**src/rtl/flash_cfg_map.vh**
```
// opcodes, status field positions, reset values and array geometry
// assumes: included by the flash configuration and protection logic
`ifndef FLASH_CFG_MAP_VH
`define FLASH_CFG_MAP_VH
`define OP_WREN 8'h06
`define OP_VWREN 8'h50
`define OP_WRDI 8'h04
`define OP_RDSR1 8'h05
`define OP_RDSR2 8'h35
`define OP_RDSR3 8'h15
`define OP_WRSR1 8'h01
`define OP_WRSR2 8'h31
`define OP_WRSR3 8'h11
`define OP_SUSP 8'h75
`define OP_RESUME 8'h7A
`define OP_EN4B 8'hB7
`define OP_EX4B 8'hE9
`define OP_RSTEN 8'h66
`define OP_RST 8'h99
`define OP_PP 8'h02
`define OP_QPP 8'h32
`define OP_SE 8'h20
`define OP_BE 8'hD8
`define OP_CE 8'hC7
`define OP_CE2 8'h60
`define OP_SECPG 8'h42
`define OP_SECER 8'h44
`define OP_BLKLK 8'h36
`define OP_BLKUN 8'h39
`define SR1_TB 6
`define SR1_BP_HI 5
`define SR1_BP_LO 2
`define SR2_CMP 6
`define SR2_LB_HI 5
`define SR2_LB_LO 3
`define SR2_QE 1
`define SR3_DRV_HI 6
`define SR3_DRV_LO 5
`define SR3_WPS 2
`define SR3_ADP 1
`define RST_BP 4'h0
`define RST_TB 1'b0
`define RST_CMP 1'b0
`define RST_LB 3'h0
`define RST_QE 1'b0
`define RST_ADP 1'b0
`define RST_WPS 1'b0
`define RST_DRV 2'h3
`define BLK_AW 9
`define BLK_HI 24
`define BLK_LO 16
`define SEC_HI 13
`define SEC_LO 12
`endif

```
**src/rtl/block_lock_mem.v**
```verilog
// per-block lock bits with registered read and an any-locked summary
// assumes: single clock, write and set-all pulses from the same domain
`timescale 1ns/100ps
module block_lock_mem #(
   parameter AW = 9
) (
   input wire sys_clk,
   input wire rst_n,
   input wire set_all,
   input wire wr_en,
   input wire [AW-1:0] wr_addr,
   input wire wr_bit,
   input wire [AW-1:0] rd_addr,
   output reg rd_bit,
   output reg any_set
);
   localparam DEPTH = 1 << AW;
   reg [DEPTH-1:0] lock_q;

   always @(posedge sys_clk or negedge rst_n) begin
      if (!rst_n) begin
         lock_q <= {DEPTH{1'b1}};
         rd_bit <= 1'b1;
         any_set <= 1'b1;
      end else begin
         if (set_all) begin
            lock_q <= {DEPTH{1'b1}};
         end else if (wr_en) begin
            lock_q[wr_addr] <= wr_bit;
         end
         rd_bit <= lock_q[rd_addr];
         any_set <= |lock_q;
      end
   end
endmodule // block_lock_mem

```
**src/rtl/flash_cfg_protect.v**
```verilog
// status/config bits and array write-protection decode of a serial flash
// assumes: mode-0 serial host; sclk, cs_n, di asynchronous to sys_clk
// and sclk at least eight times slower than sys_clk
`timescale 1ns/100ps
`include "flash_cfg_map.vh"
module flash_cfg_protect #(
   parameter QE_INIT = `RST_QE,
   parameter ADP_INIT = `RST_ADP
) (
   input wire sys_clk,
   input wire rst_n,
   input wire sclk,
   input wire cs_n,
   input wire di,
   output reg do_out,
   output reg do_oe,
   output reg quad_io_enable,
   output reg hold_active,
   output reg [1:0] drive_strength,
   output reg four_byte_mode,
   output reg op_go,
   output reg [7:0] op_code,
   output reg [24:0] op_addr,
   output reg op_blocked
);
   localparam S_CMD = 5'b00001;
   localparam S_ADDR = 5'b00010;
   localparam S_WDAT = 5'b00100;
   localparam S_RDAT = 5'b01000;
   localparam S_SKIP = 5'b10000;

   // protected-region decode shared by single-block and chip checks
   function prot_dec;
      input [8:0] blk;
      input tb;
      input [3:0] bp;
      input cmp;
      reg [9:0] sz;
      reg hit;
      begin
         sz = 10'h001 << (bp - 4'h1);
         if (bp == 4'h0) begin
            hit = 1'b0;
         end else if (bp[3] & (bp[2] | bp[1])) begin
            hit = 1'b1;
         end else if (tb) begin
            hit = ({1'b0, blk} < sz);
         end else begin
            hit = ({1'b0, blk} >= (10'h200 - sz));
         end
         prot_dec = hit ^ cmp;
      end
   endfunction

   reg [1:0] sclk_s, cs_s, di_s;
   reg sclk_d, cs_d;
   reg [4:0] state_q;
   reg [2:0] bit_q, nbyte_q;
   reg [7:0] sh_q, cmd_q, dat_q, out_q;
   reg [31:0] addr_q;
   reg wel_q, vwel_q, rst_en_q, init_q;
   reg sus_q, cmp_q, tb_q, wps_q, adp_q;
   reg [3:0] bp_q;
   reg [2:0] lb_q;
   reg lk_set_all, lk_wr, lk_bit;

   wire rise = sclk_s[1] & ~sclk_d;
   wire fall = ~sclk_s[1] & sclk_d;
   wire sel = ~cs_s[1];
   wire cs_rise = cs_s[1] & ~cs_d;
   wire [7:0] sh_d = {sh_q[6:0], di_s[1]};
   wire [2:0] alast = four_byte_mode ? 3'h3 : 3'h2;
   // three-byte mode reaches only the lower half: no extended register
   wire [24:0] ea = four_byte_mode ? addr_q[24:0] : {1'b0, addr_q[23:0]};
   wire [8:0] blk = ea[`BLK_HI:`BLK_LO];
   wire [1:0] sec_n = ea[`SEC_HI:`SEC_LO];
   wire lk_rd, lk_any;
   wire prot = wps_q ? lk_rd : prot_dec(blk, tb_q, bp_q, cmp_q);
   wire any0 = prot_dec(9'h000, tb_q, bp_q, cmp_q) |
      prot_dec(9'h1FF, tb_q, bp_q, cmp_q);
   wire prot_all = wps_q ? lk_any : any0;
   wire sec_lk = (sec_n == 2'h0) | (sec_n == 2'h1 & lb_q[0]) |
      (sec_n == 2'h2 & lb_q[1]) | (sec_n == 2'h3 & lb_q[2]);
   wire addr_ok = (state_q == S_WDAT);
   wire data_ok = addr_ok & (nbyte_q != 3'h0);
   wire wr_ok = (wel_q | vwel_q) & data_ok;
   // reserved bits and the out-of-scope bits read as zero
   wire [7:0] sr1 = {1'b0, tb_q, bp_q, wel_q, 1'b0};
   wire [7:0] sr2 = {sus_q, cmp_q, lb_q, 1'b0, quad_io_enable, 1'b0};
   wire [7:0] sr3 = {1'b0, drive_strength, 2'b00, wps_q, adp_q,
      four_byte_mode};

   block_lock_mem #(
      .AW(`BLK_AW)
   ) u_locks (
      .sys_clk(sys_clk),
      .rst_n(rst_n),
      .set_all(lk_set_all),
      .wr_en(lk_wr),
      .wr_addr(blk),
      .wr_bit(lk_bit),
      .rd_addr(blk),
      .rd_bit(lk_rd),
      .any_set(lk_any)
   );

   always @(posedge sys_clk or negedge rst_n) begin
      if (!rst_n) begin
         sclk_s <= 2'b00;
         cs_s <= 2'b11;
         di_s <= 2'b00;
         sclk_d <= 1'b0;
         cs_d <= 1'b1;
      end else begin
         sclk_s <= {sclk_s[0], sclk};
         cs_s <= {cs_s[0], cs_n};
         di_s <= {di_s[0], di};
         sclk_d <= sclk_s[1];
         cs_d <= cs_s[1];
      end
   end

   always @(posedge sys_clk or negedge rst_n) begin
      if (!rst_n) begin
         state_q <= S_CMD;
         bit_q <= 3'h0;
         nbyte_q <= 3'h0;
         sh_q <= 8'h00;
         cmd_q <= 8'h00;
         dat_q <= 8'h00;
         out_q <= 8'h00;
         addr_q <= 32'h0000_0000;
         wel_q <= 1'b0;
         vwel_q <= 1'b0;
         rst_en_q <= 1'b0;
         init_q <= 1'b1;
         sus_q <= 1'b0;
         cmp_q <= `RST_CMP;
         tb_q <= `RST_TB;
         bp_q <= `RST_BP;
         lb_q <= `RST_LB;
         wps_q <= `RST_WPS;
         adp_q <= ADP_INIT;
         lk_set_all <= 1'b0;
         lk_wr <= 1'b0;
         lk_bit <= 1'b0;
         do_out <= 1'b0;
         do_oe <= 1'b0;
         quad_io_enable <= QE_INIT;
         hold_active <= 1'b1;
         drive_strength <= `RST_DRV;
         four_byte_mode <= 1'b0;
         op_go <= 1'b0;
         op_code <= 8'h00;
         op_addr <= 25'h000_0000;
         op_blocked <= 1'b0;
      end else begin
         op_go <= 1'b0;
         op_blocked <= 1'b0;
         lk_set_all <= 1'b0;
         lk_wr <= 1'b0;
         hold_active <= ~quad_io_enable;
         if (init_q) begin
            four_byte_mode <= adp_q;
            init_q <= 1'b0;
         end
         if (!sel) begin
            state_q <= S_CMD;
            bit_q <= 3'h0;
            do_oe <= 1'b0;
         end
         if (sel && rise) begin
            sh_q <= sh_d;
            bit_q <= bit_q + 3'h1;
            if (bit_q == 3'h7) begin
               case (state_q)
                  S_CMD: begin
                     cmd_q <= sh_d;
                     nbyte_q <= 3'h0;
                     case (sh_d)
                        `OP_RDSR1: begin
                           state_q <= S_RDAT;
                           out_q <= sr1;
                        end
                        `OP_RDSR2: begin
                           state_q <= S_RDAT;
                           out_q <= sr2;
                        end
                        `OP_RDSR3: begin
                           state_q <= S_RDAT;
                           out_q <= sr3;
                        end
                        `OP_WRSR1, `OP_WRSR2, `OP_WRSR3: begin
                           state_q <= S_WDAT;
                        end
                        `OP_QPP: begin
                           state_q <= quad_io_enable ?
                              S_ADDR : S_SKIP;
                        end
                        `OP_PP, `OP_SE, `OP_BE, `OP_SECPG, `OP_SECER,
                        `OP_BLKLK, `OP_BLKUN: begin
                           state_q <= S_ADDR;
                        end
                        default: begin
                           state_q <= S_SKIP;
                        end
                     endcase
                  end
                  S_ADDR: begin
                     addr_q <= {addr_q[23:0], sh_d};
                     nbyte_q <= nbyte_q + 3'h1;
                     if (nbyte_q == alast) begin
                        state_q <= S_WDAT;
                        nbyte_q <= 3'h0;
                     end
                  end
                  S_WDAT: begin
                     if (nbyte_q == 3'h0) begin
                        dat_q <= sh_d;
                     end
                     if (nbyte_q != 3'h7) begin
                        nbyte_q <= nbyte_q + 3'h1;
                     end
                  end
                  default: begin
                     state_q <= state_q;
                  end
               endcase
            end
         end
         // status bytes repeat for as long as the host keeps clocking
         if (sel && fall && state_q == S_RDAT) begin
            do_out <= out_q[7];
            out_q <= {out_q[6:0], out_q[7]};
            do_oe <= 1'b1;
         end
         // writes and single-byte commands need a whole number of bytes
         if (cs_rise && bit_q == 3'h0 && state_q != S_CMD) begin
            rst_en_q <= (cmd_q == `OP_RSTEN);
            case (cmd_q)
               `OP_WREN: begin
                  wel_q <= 1'b1;
                  vwel_q <= 1'b0;
               end
               `OP_VWREN: begin
                  vwel_q <= 1'b1;
               end
               `OP_WRDI: begin
                  wel_q <= 1'b0;
                  vwel_q <= 1'b0;
               end
               `OP_SUSP: begin
                  sus_q <= 1'b1;
               end
               `OP_RESUME: begin
                  sus_q <= 1'b0;
               end
               `OP_EN4B: begin
                  four_byte_mode <= 1'b1;
               end
               `OP_EX4B: begin
                  four_byte_mode <= 1'b0;
               end
               `OP_RST: begin
                  if (rst_en_q) begin
                     lk_set_all <= 1'b1;
                     init_q <= 1'b1;
                     sus_q <= 1'b0;
                     wel_q <= 1'b0;
                     vwel_q <= 1'b0;
                  end
               end
               `OP_WRSR1: begin
                  if (wr_ok) begin
                     tb_q <= dat_q[`SR1_TB];
                     bp_q <= dat_q[`SR1_BP_HI:`SR1_BP_LO];
                     wel_q <= 1'b0;
                     vwel_q <= 1'b0;
                  end
               end
               `OP_WRSR2: begin
                  if (wr_ok) begin
                     cmp_q <= dat_q[`SR2_CMP];
                     quad_io_enable <= dat_q[`SR2_QE];
                     // one-time bits: only the non-volatile path, only set
                     if (wel_q) begin
                        lb_q <= lb_q | dat_q[`SR2_LB_HI:`SR2_LB_LO];
                     end
                     wel_q <= 1'b0;
                     vwel_q <= 1'b0;
                  end
               end
               `OP_WRSR3: begin
                  if (wr_ok) begin
                     drive_strength <= dat_q[`SR3_DRV_HI:`SR3_DRV_LO];
                     wps_q <= dat_q[`SR3_WPS];
                     if (wel_q) begin
                        adp_q <= dat_q[`SR3_ADP];
                     end
                     wel_q <= 1'b0;
                     vwel_q <= 1'b0;
                  end
               end
               `OP_BLKLK, `OP_BLKUN: begin
                  if (wel_q && addr_ok) begin
                     lk_wr <= 1'b1;
                     lk_bit <= (cmd_q == `OP_BLKLK);
                     wel_q <= 1'b0;
                  end
               end
               `OP_PP, `OP_QPP, `OP_SE, `OP_BE, `OP_CE, `OP_CE2,
               `OP_SECPG, `OP_SECER: begin
                  if (wel_q && (addr_ok || cmd_q == `OP_CE ||
                     cmd_q == `OP_CE2)) begin
                     wel_q <= 1'b0;
                     op_code <= cmd_q;
                     op_addr <= ea;
                     if (cmd_q == `OP_CE || cmd_q == `OP_CE2) begin
                        op_go <= ~prot_all;
                        op_blocked <= prot_all;
                     end else if (cmd_q == `OP_SECPG ||
                        cmd_q == `OP_SECER) begin
                        op_go <= ~sec_lk;
                        op_blocked <= sec_lk;
                     end else begin
                        op_go <= ~prot;
                        op_blocked <= prot;
                     end
                  end
               end
               default: begin
                  wel_q <= wel_q;
               end
            endcase
         end
      end
   end
endmodule // flash_cfg_protect

```
**config.mk**
```make
export PLATFORM = sky130hd
export DESIGN_NAME = flash_cfg_protect
export DESIGN_NICKNAME = d
export VERILOG_FILES = /design/src/rtl/block_lock_mem.v /design/src/rtl/flash_cfg_protect.v
export VERILOG_INCLUDE_DIRS = /design/src /design/src/rtl
export SDC_FILE = /design/constraint.sdc
export NUM_CORES = 2
export LEC_CHECK = 0
export ABC_CLOCK_PERIOD_IN_PS = 3800
export BUFFER_PORTS_ARGS = -buffer_cell sky130_fd_sc_hd__clkbuf_2
export CORE_MARGIN = 4
export CORE_UTILIZATION = 55
export CTS_BUF_LIST = sky130_fd_sc_hd__clkbuf_16
export CTS_CLUSTER_DIAMETER = 150
export DETAILED_ROUTE_END_ITERATION = 10
export PLACE_DENSITY = 0.82
export SYNTH_ARGS = -nofsm -noshare
export SYNTH_HDL_FRONTEND = slang
export SYNTH_SLANG_ARGS = --single-unit
```
**constraint.sdc**
```tcl
create_clock -name sys_clk -period 3.8 [get_ports sys_clk]
set_input_delay 0.76 -clock sys_clk [delete_from_list [all_inputs] [get_ports sys_clk]]
set_output_delay 0.76 -clock sys_clk [all_outputs]
set_load 0.005 [all_outputs]
```
# == After elaboration in Yosys (flattened, before gate mapping) ==
# Index checks and enable logic that the tools add are counted.
# word_totals
word_cells,249
inputBits,5
reg_bits,649
# classes
n_addsub,4
order_cmp,8
n_reduce_logical,51
n_shift,1
n_eq_ne,53
bitwise,27
n_mux,65
# op_table
cell,count
2-to-1 mux 512 bit,2
bitwise mux 512 bit,1
OR reduction 512 bit,1
"equality test 8 x 6 -> 1 bit, second input constant",11
"equality test 8 x 7 -> 1 bit, second input constant",9
"equality test 8 bit, second input constant",6
2-to-1 mux 1 bit,38
2-to-1 mux 8 bit,4
2-to-1 mux 25 bit,1
2-to-1 mux 5 bit,5
"equality test 8 x 3 -> 1 bit, second input constant",3
"equality test 8 x 5 -> 1 bit, second input constant",3
case mux 8 bit (3 select lines),1
AND reduction 3 bit,8
AND reduction 4 bit,6
case mux 5 bit (4 select lines),1
"equality test 8 x 1 -> 1 bit, second input constant",2
"equality test 8 x 2 -> 1 bit, second input constant",2
case mux 5 bit (3 select lines),1
2-to-1 mux 3 bit,4
nonzero test 2 bit,6
"greater-or-equal comparator 1 x 10 -> 1 bit, first input constant",1
greater-or-equal comparator 9 x 10 -> 1 bit,1
"greater-or-equal comparator 9 x 10 -> 1 bit, first input constant",1
other kinds (47),91

# == Longest topological paths before layout ==
# logic_depth
depth_word,15
mapped_depth,16
depth_no_buf,15

# == Hierarchy ==
# Synthesis repeated with hierarchy kept, for this count alone.
# hier_totals
cells_unflattened,3132
hier_area_um2,36356.1
# by_module_without_submodules
mod,seq_area_each_um2,instances,area_per_inst_um2,cells_per_inst
block_lock_mem,13505.5,1,29582.1,2529
flash_cfg_protect,3363.2,1,6774.0,603

# == Worst setup path after synthesis ==
# OpenSTA, ideal clock, no wires.
# synth_path
path_kind,reg-to-reg
startpoint,reg bp_q[1]
endpoint,reg op_blocked
required_time_ns,3.680
slack_ns,0.506
stages_incl_launch_ff,17
arrival_ns,3.174
setup_time_ns,0.120
cell_sequence,dfrtp_1 clkbuf_1 nor2b_1 nand2_1 ha_1 o21ai_0 o21ai_0 ha_1 inv_1 a2111oi_0 nand2_1 a221oi_1 nor2_1 mux2_2 o211ai_1 o21ai_0 and3b_1
# synth_via
elab_chain_cells,14
word_cells_on_any_way,32
classes_between,add/sub (2); order compare (6); shift (1); mux (16); bitwise (6); reduce/logical (1)
# synth_lines
item,line,source
from (decl),flash_cfg_protect.v:63,reg [3:0] bp_q;
from (signal assigned),flash_cfg_protect.v:140,bp_q <= `RST_BP;
from (signal assigned),flash_cfg_protect.v:276,bp_q <= dat_q[`SR1_BP_HI:`SR1_BP_LO];
subtractor 4 x 1 -> 4 bit,flash_cfg_protect.v:41,sz = 10'h001 << (bp - 4'h1);
left shift 1 x 4 -> 10 bit,flash_cfg_protect.v:41,
subtractor 10 bit,flash_cfg_protect.v:49,"hit = ({1'b0, blk} >= (10'h200 - sz));"
greater-or-equal comparator 9 x 10 -> 1 bit / greater-or-equal comparator 1 x 10 -> 1 bit (equally long branches),flash_cfg_protect.v:49,
2-to-1 mux 1 bit,flash_cfg_protect.v:46,end else if (tb) begin
2-to-1 mux 1 bit,flash_cfg_protect.v:44,end else if (bp[3] & (bp[2] | bp[1])) begin
2-to-1 mux 1 bit,flash_cfg_protect.v:42,if (bp == 4'h0) begin
bitwise XOR 1 bit,flash_cfg_protect.v:51,prot_dec = hit ^ cmp;
2-to-1 mux 1 bit / bitwise OR 1 bit (equally long branches),"flash_cfg_protect.v:78, flash_cfg_protect.v:79",
2-to-1 mux 1 bit (on tied branches),"flash_cfg_protect.v:321, flash_cfg_protect.v:81",
2-to-1 mux 1 bit *,flash_cfg_protect.v:318,if (cmd_q == `OP_CE || cmd_q == `OP_CE2) begin
2-to-1 mux 1 bit *,flash_cfg_protect.v:313,if (wel_q && (addr_ok || cmd_q == `OP_CE ||
2-to-1 mux 1 bit *,flash_cfg_protect.v:240,case (cmd_q)
2-to-1 mux 1 bit *,flash_cfg_protect.v:238,if (cs_rise && bit_q == 3'h0 && state_q != S_CMD) begin
to (signal assigned),flash_cfg_protect.v:320,op_blocked <= prot_all;
to (signal assigned),flash_cfg_protect.v:324,op_blocked <= sec_lk;
to (signal assigned),flash_cfg_protect.v:327,op_blocked <= prot;
to (decl),flash_cfg_protect.v:24,output reg op_blocked
# Every way passes the cells marked *; elsewhere a longest branch is shown, timed or not.
# A chain may end at the register's enable or synchronous reset.

# == Worst setup path in the final report ==
# layout_path
startpoint,reg bp_q[3]
endpoint,reg op_blocked
# The elaborated chain is that of the path after synthesis.

==> results.py <==
metrics = {
    "placed_design": {
        "post-dp-hpwl_mm": 58.9,
        "gp_congestion": 0.878,
        "port_buffers": 46,
        "place_area_mm2": 0.0367,
        "place_inst": 3548,
    },
    "route": {
        "wl_met2_mm": 47.4,
        "wl_met1_mm": 39.2,
        "highest_layer": "met4",
        "detail_route.wl_per_cell_um": 27.3,
        "totalWireLength_mm": 100,
        "antenna_left": 0,
        "dr_wl_met3_mm": 8.62,
        "via_count": 27800,
        "drtPass1Iterations": 8,
        "drc": 0,
        "drtIter0Drc": 3596,
        "via_per_inst": 7.58,
    },
    "synthesis": {
        "syn-instance-count": 2918,
        "netlist_area_mm2": 0.0355,
        "syn_nets": 2943,
        "syn_avg_cell_area_um2": 12.2,
        "ys_seq_elements": 648,
        "synthArstFlopShare": 1.00,
        "ys_seq_area_frac": 0.475,
        "synthFlopType": "dfstp_2",
        "synth_edf_count": 0,
        "ys_warn_count": 0,
        "yosysUniqueCellTypes": 60,
    },
    "power": {
        "power_w": 0.0142,
        "p_leak_nw": 14.4,
        "combPwrFrac": 0.019,
        "netSwitchingFraction": 0.220,
        "vdd_ir_drop_max_mv": 0.276,
        "p_switching_w": 0.00314,
        "pwr-share-seq": 0.497,
        "pwr-share-clk": 0.484,
        "power.density_mw_per_mm2": 365,
        "p_int_w": 0.0111,
    },
    "sta": {
        "finalCriticalPeriod_ns": 3.46,
        "tightest_slew_ns": 1.19,
        "rsz0062_at_grt": "no",
        "slew_headroom": 0.205,
        "setup-tns-final_ns": 0,
        "finalMaxSlewViolations": 0,
        "worst_clock_skew_ns": 0.0221,
        "hold_viol": 0,
        "setup_viol": 0,
        "min_period_over_period": 0.911,
        "fmax_ghz": 0.289,
    },
    "floorplan": {
        "rows": 92,
        "coreArea_mm2": 0.0635,
        "io_pins": 47,
        "fp.dieH_um": 262,
        "start_util": 0.559,
        "die_area_mm2": 0.0687,
        "die_x_um": 262,
    },
    "cts": {
        "cts_hold_buffers": 0,
        "clk_pin_slew_worst_paths_ns": 0.06,
        "ctsRootBufferMaster": "clkbuf_16",
        "cts_buffers": 71,
        "cts_tree": "built",
        "cts_sinks": 648,
        "clk_latency_ns": 0.62,
        "cts-resized-gates": 0,
        "htreeDepth": 3,
        "cts_buffer_depth": 3,
        "post-cts-setup-buffers": 0,
    },
    "final_layout": {
        "most-common-layout-cells": "dfstp_2 (522), a21boi_0 (513), a311o_1 (512), mux4_2 (165), nor4_1 (145)",
        "drive_above_1_share": 0.378,
        "postLayoutCellArea_mm2": 0.0390,
        "antennaDiodeCount": 0,
        "final_common_cell": "dfstp_2",
        "nets": 2800,
        "final_cells": 3674,
        "area_growth_pct": 9.73,
    },
    "worst_setup_path": {
        "cp.required_ns": 4.29,
        "path_cells": "nor2_1 -> nand2_1 -> ha_1 -> xnor2_1 -> ha_1 -> a21oi_1 -> o21ai_0 -> maj3_1 -> a21oi_1 -> a221oi_1 -> nor2_1 -> mux2_2 -> o211ai_1 -> o21ai_0 -> and3b_1",
        "path_max_fanout": 5,
        "startpoint_type": "register",
        "arrival_ns": 3.95,
        "slowest_stage": "maj3_1",
        "crit_type": "reg2reg",
        "critPathMaxStageDelay_ns": 0.39,
        "cp-end-kind": "register",
        "reg2reg_depth": 15,
        "rrSetupSlack_ns": 0.34,
    },
    "global_routing": {
        "grt_pass1_wl_mm": 159,
        "grt_pass1_vias": 27500,
        "grt_max_degree": 193,
        "grt_overflow": 0,
        "grt_use_total": 0.281,
        "antenna_found_initial": 0,
    },
    "run": {
        "cap_violations": 0,
    },
    "min_path": {
        "hp-class": "in2async",
    },
    "status": {
        "status": "finished clean",
    },
}
## worst max-delay path, delay by kind of cell, from the launching register on
family,cells,cell delay [ns]
AOI/OAI and AO/OA,6,0.73
xor gates and xnor gates,1,0.20
adders and majority gates,3,0.92
DFF,1,0.38
muxes,1,0.35
and+or+nand+nor,4,0.77
## stage by stage
stage / setup WS (ns) / hold slack, ns / util
final: 0.338 / 0.207 / 0.614
after CTS: 0.283 / 0.220 / 0.614
after detailed placement: 0.321 / 0.336 / 0.578
after floorplan: 0.506 / 0.331 / -
after global placement: 0.379 / 0.334 / 0.578
after global routing: 0.121 / 0.230 / 0.614
## sequential cells by signal (all words and copies together), names as in the netlist, 2 cells and up
name and flops:
addr_q 25, bit_q 3, bp_q 4, cmd_q 8, cs_s 2, dat_q 6
di_s 2, drive_strength 2, lb_q 3, nbyte_q 3, op_addr 25, op_code 8
out_q 8, sclk_s 2, sh_q 7, state_q 5, u_locks.lock_q 512
## Yosys cell counts, drive strengths merged, types with 3 or more instances
library cell,n,share of area
a21boi,513,0.11
a21o,7,0.0015
a21oi,26,0.0037
a221oi,3,0.00074
a22o,4,0.00099
a22oi,4,0.00084
a311o,512,0.14
a31oi,8,0.0014
and2,3,0.00053
and3,6,0.0011
buf,27,0.0045
clkbuf,353,0.037
dfrtp,126,0.089
dfstp,522,0.39
ha,20,0.0070
inv,21,0.0022
mux2,82,0.026
mux2i,8,0.0023
mux4,165,0.10
nand2,70,0.0074
nand2b,14,0.0025
nand3,20,0.0028
nand3b,6,0.0013
nand4,39,0.0069
nor2,90,0.0095
nor2b,16,0.0028
nor3,16,0.0023
nor4,145,0.026
nor4b,3,0.00092
o211ai,4,0.00084
o21ai,39,0.0055
o22ai,4,0.00070
or2,6,0.0011
or3,6,0.0011
or4,3,0.00063
xnor2,3,0.00074
## power groups by stage
stage | combinational, W | sequential [W] | clock (W)
2_1_floorplan | 0.000153 | 0.00709 | 0
3_3_place_gp | 0.000269 | 0.00717 | 0
3_5_place_dp | 0.000281 | 0.00717 | 0
4_1_cts | 0.000283 | 0.00707 | 0.00695
5_1_grt | 0.000314 | 0.00708 | 0.00722
6_report | 0.000276 | 0.00708 | 0.00688
## worst paths after layout
path                            startpoint                  end
worst max-delay path               bp_q[3]           op_blocked
worst min-delay path                 rst_n               do_out
worst max register to register     bp_q[3]           op_blocked
worst min register to register   sclk_s[0]            sclk_s[1]
max in group asynchronous            rst_n  u_locks.lock_q[466]
min in group sys_clk                    di              di_s[0]
## logic make-up after synthesis
logic type,Yosys count,synth area share
AO/OA/AOI/OAI,1139,0.272
flip-flops,648,0.475
adder cells (fa/ha/maj),21,0.00732
multiplexers,255,0.133
AND/OR/NAND/NOR,449,0.0676
XOR/XNOR,5,0.00123
buffers and inverters,401,0.0440
## layout make-up
class                   count  area, um^2
clock buffers              74        1850
clock inverters            52         435
fillers                  4733       24500
inverters                  21        78.8
multi-input cells        1869       17300
flip-flops and latches    648       16900
well taps                 846        1060
repair buffers            164        1430
## per-layer routing
layer / vias up / global-route usage
met2: 1661 / 0.440
met4: 0 / 0.134
met3: 355 / 0.0517
met1: 14300 / 0.383
met5: - / 0
li1: 11500 / -
Power figures use the tool's default switching activity.
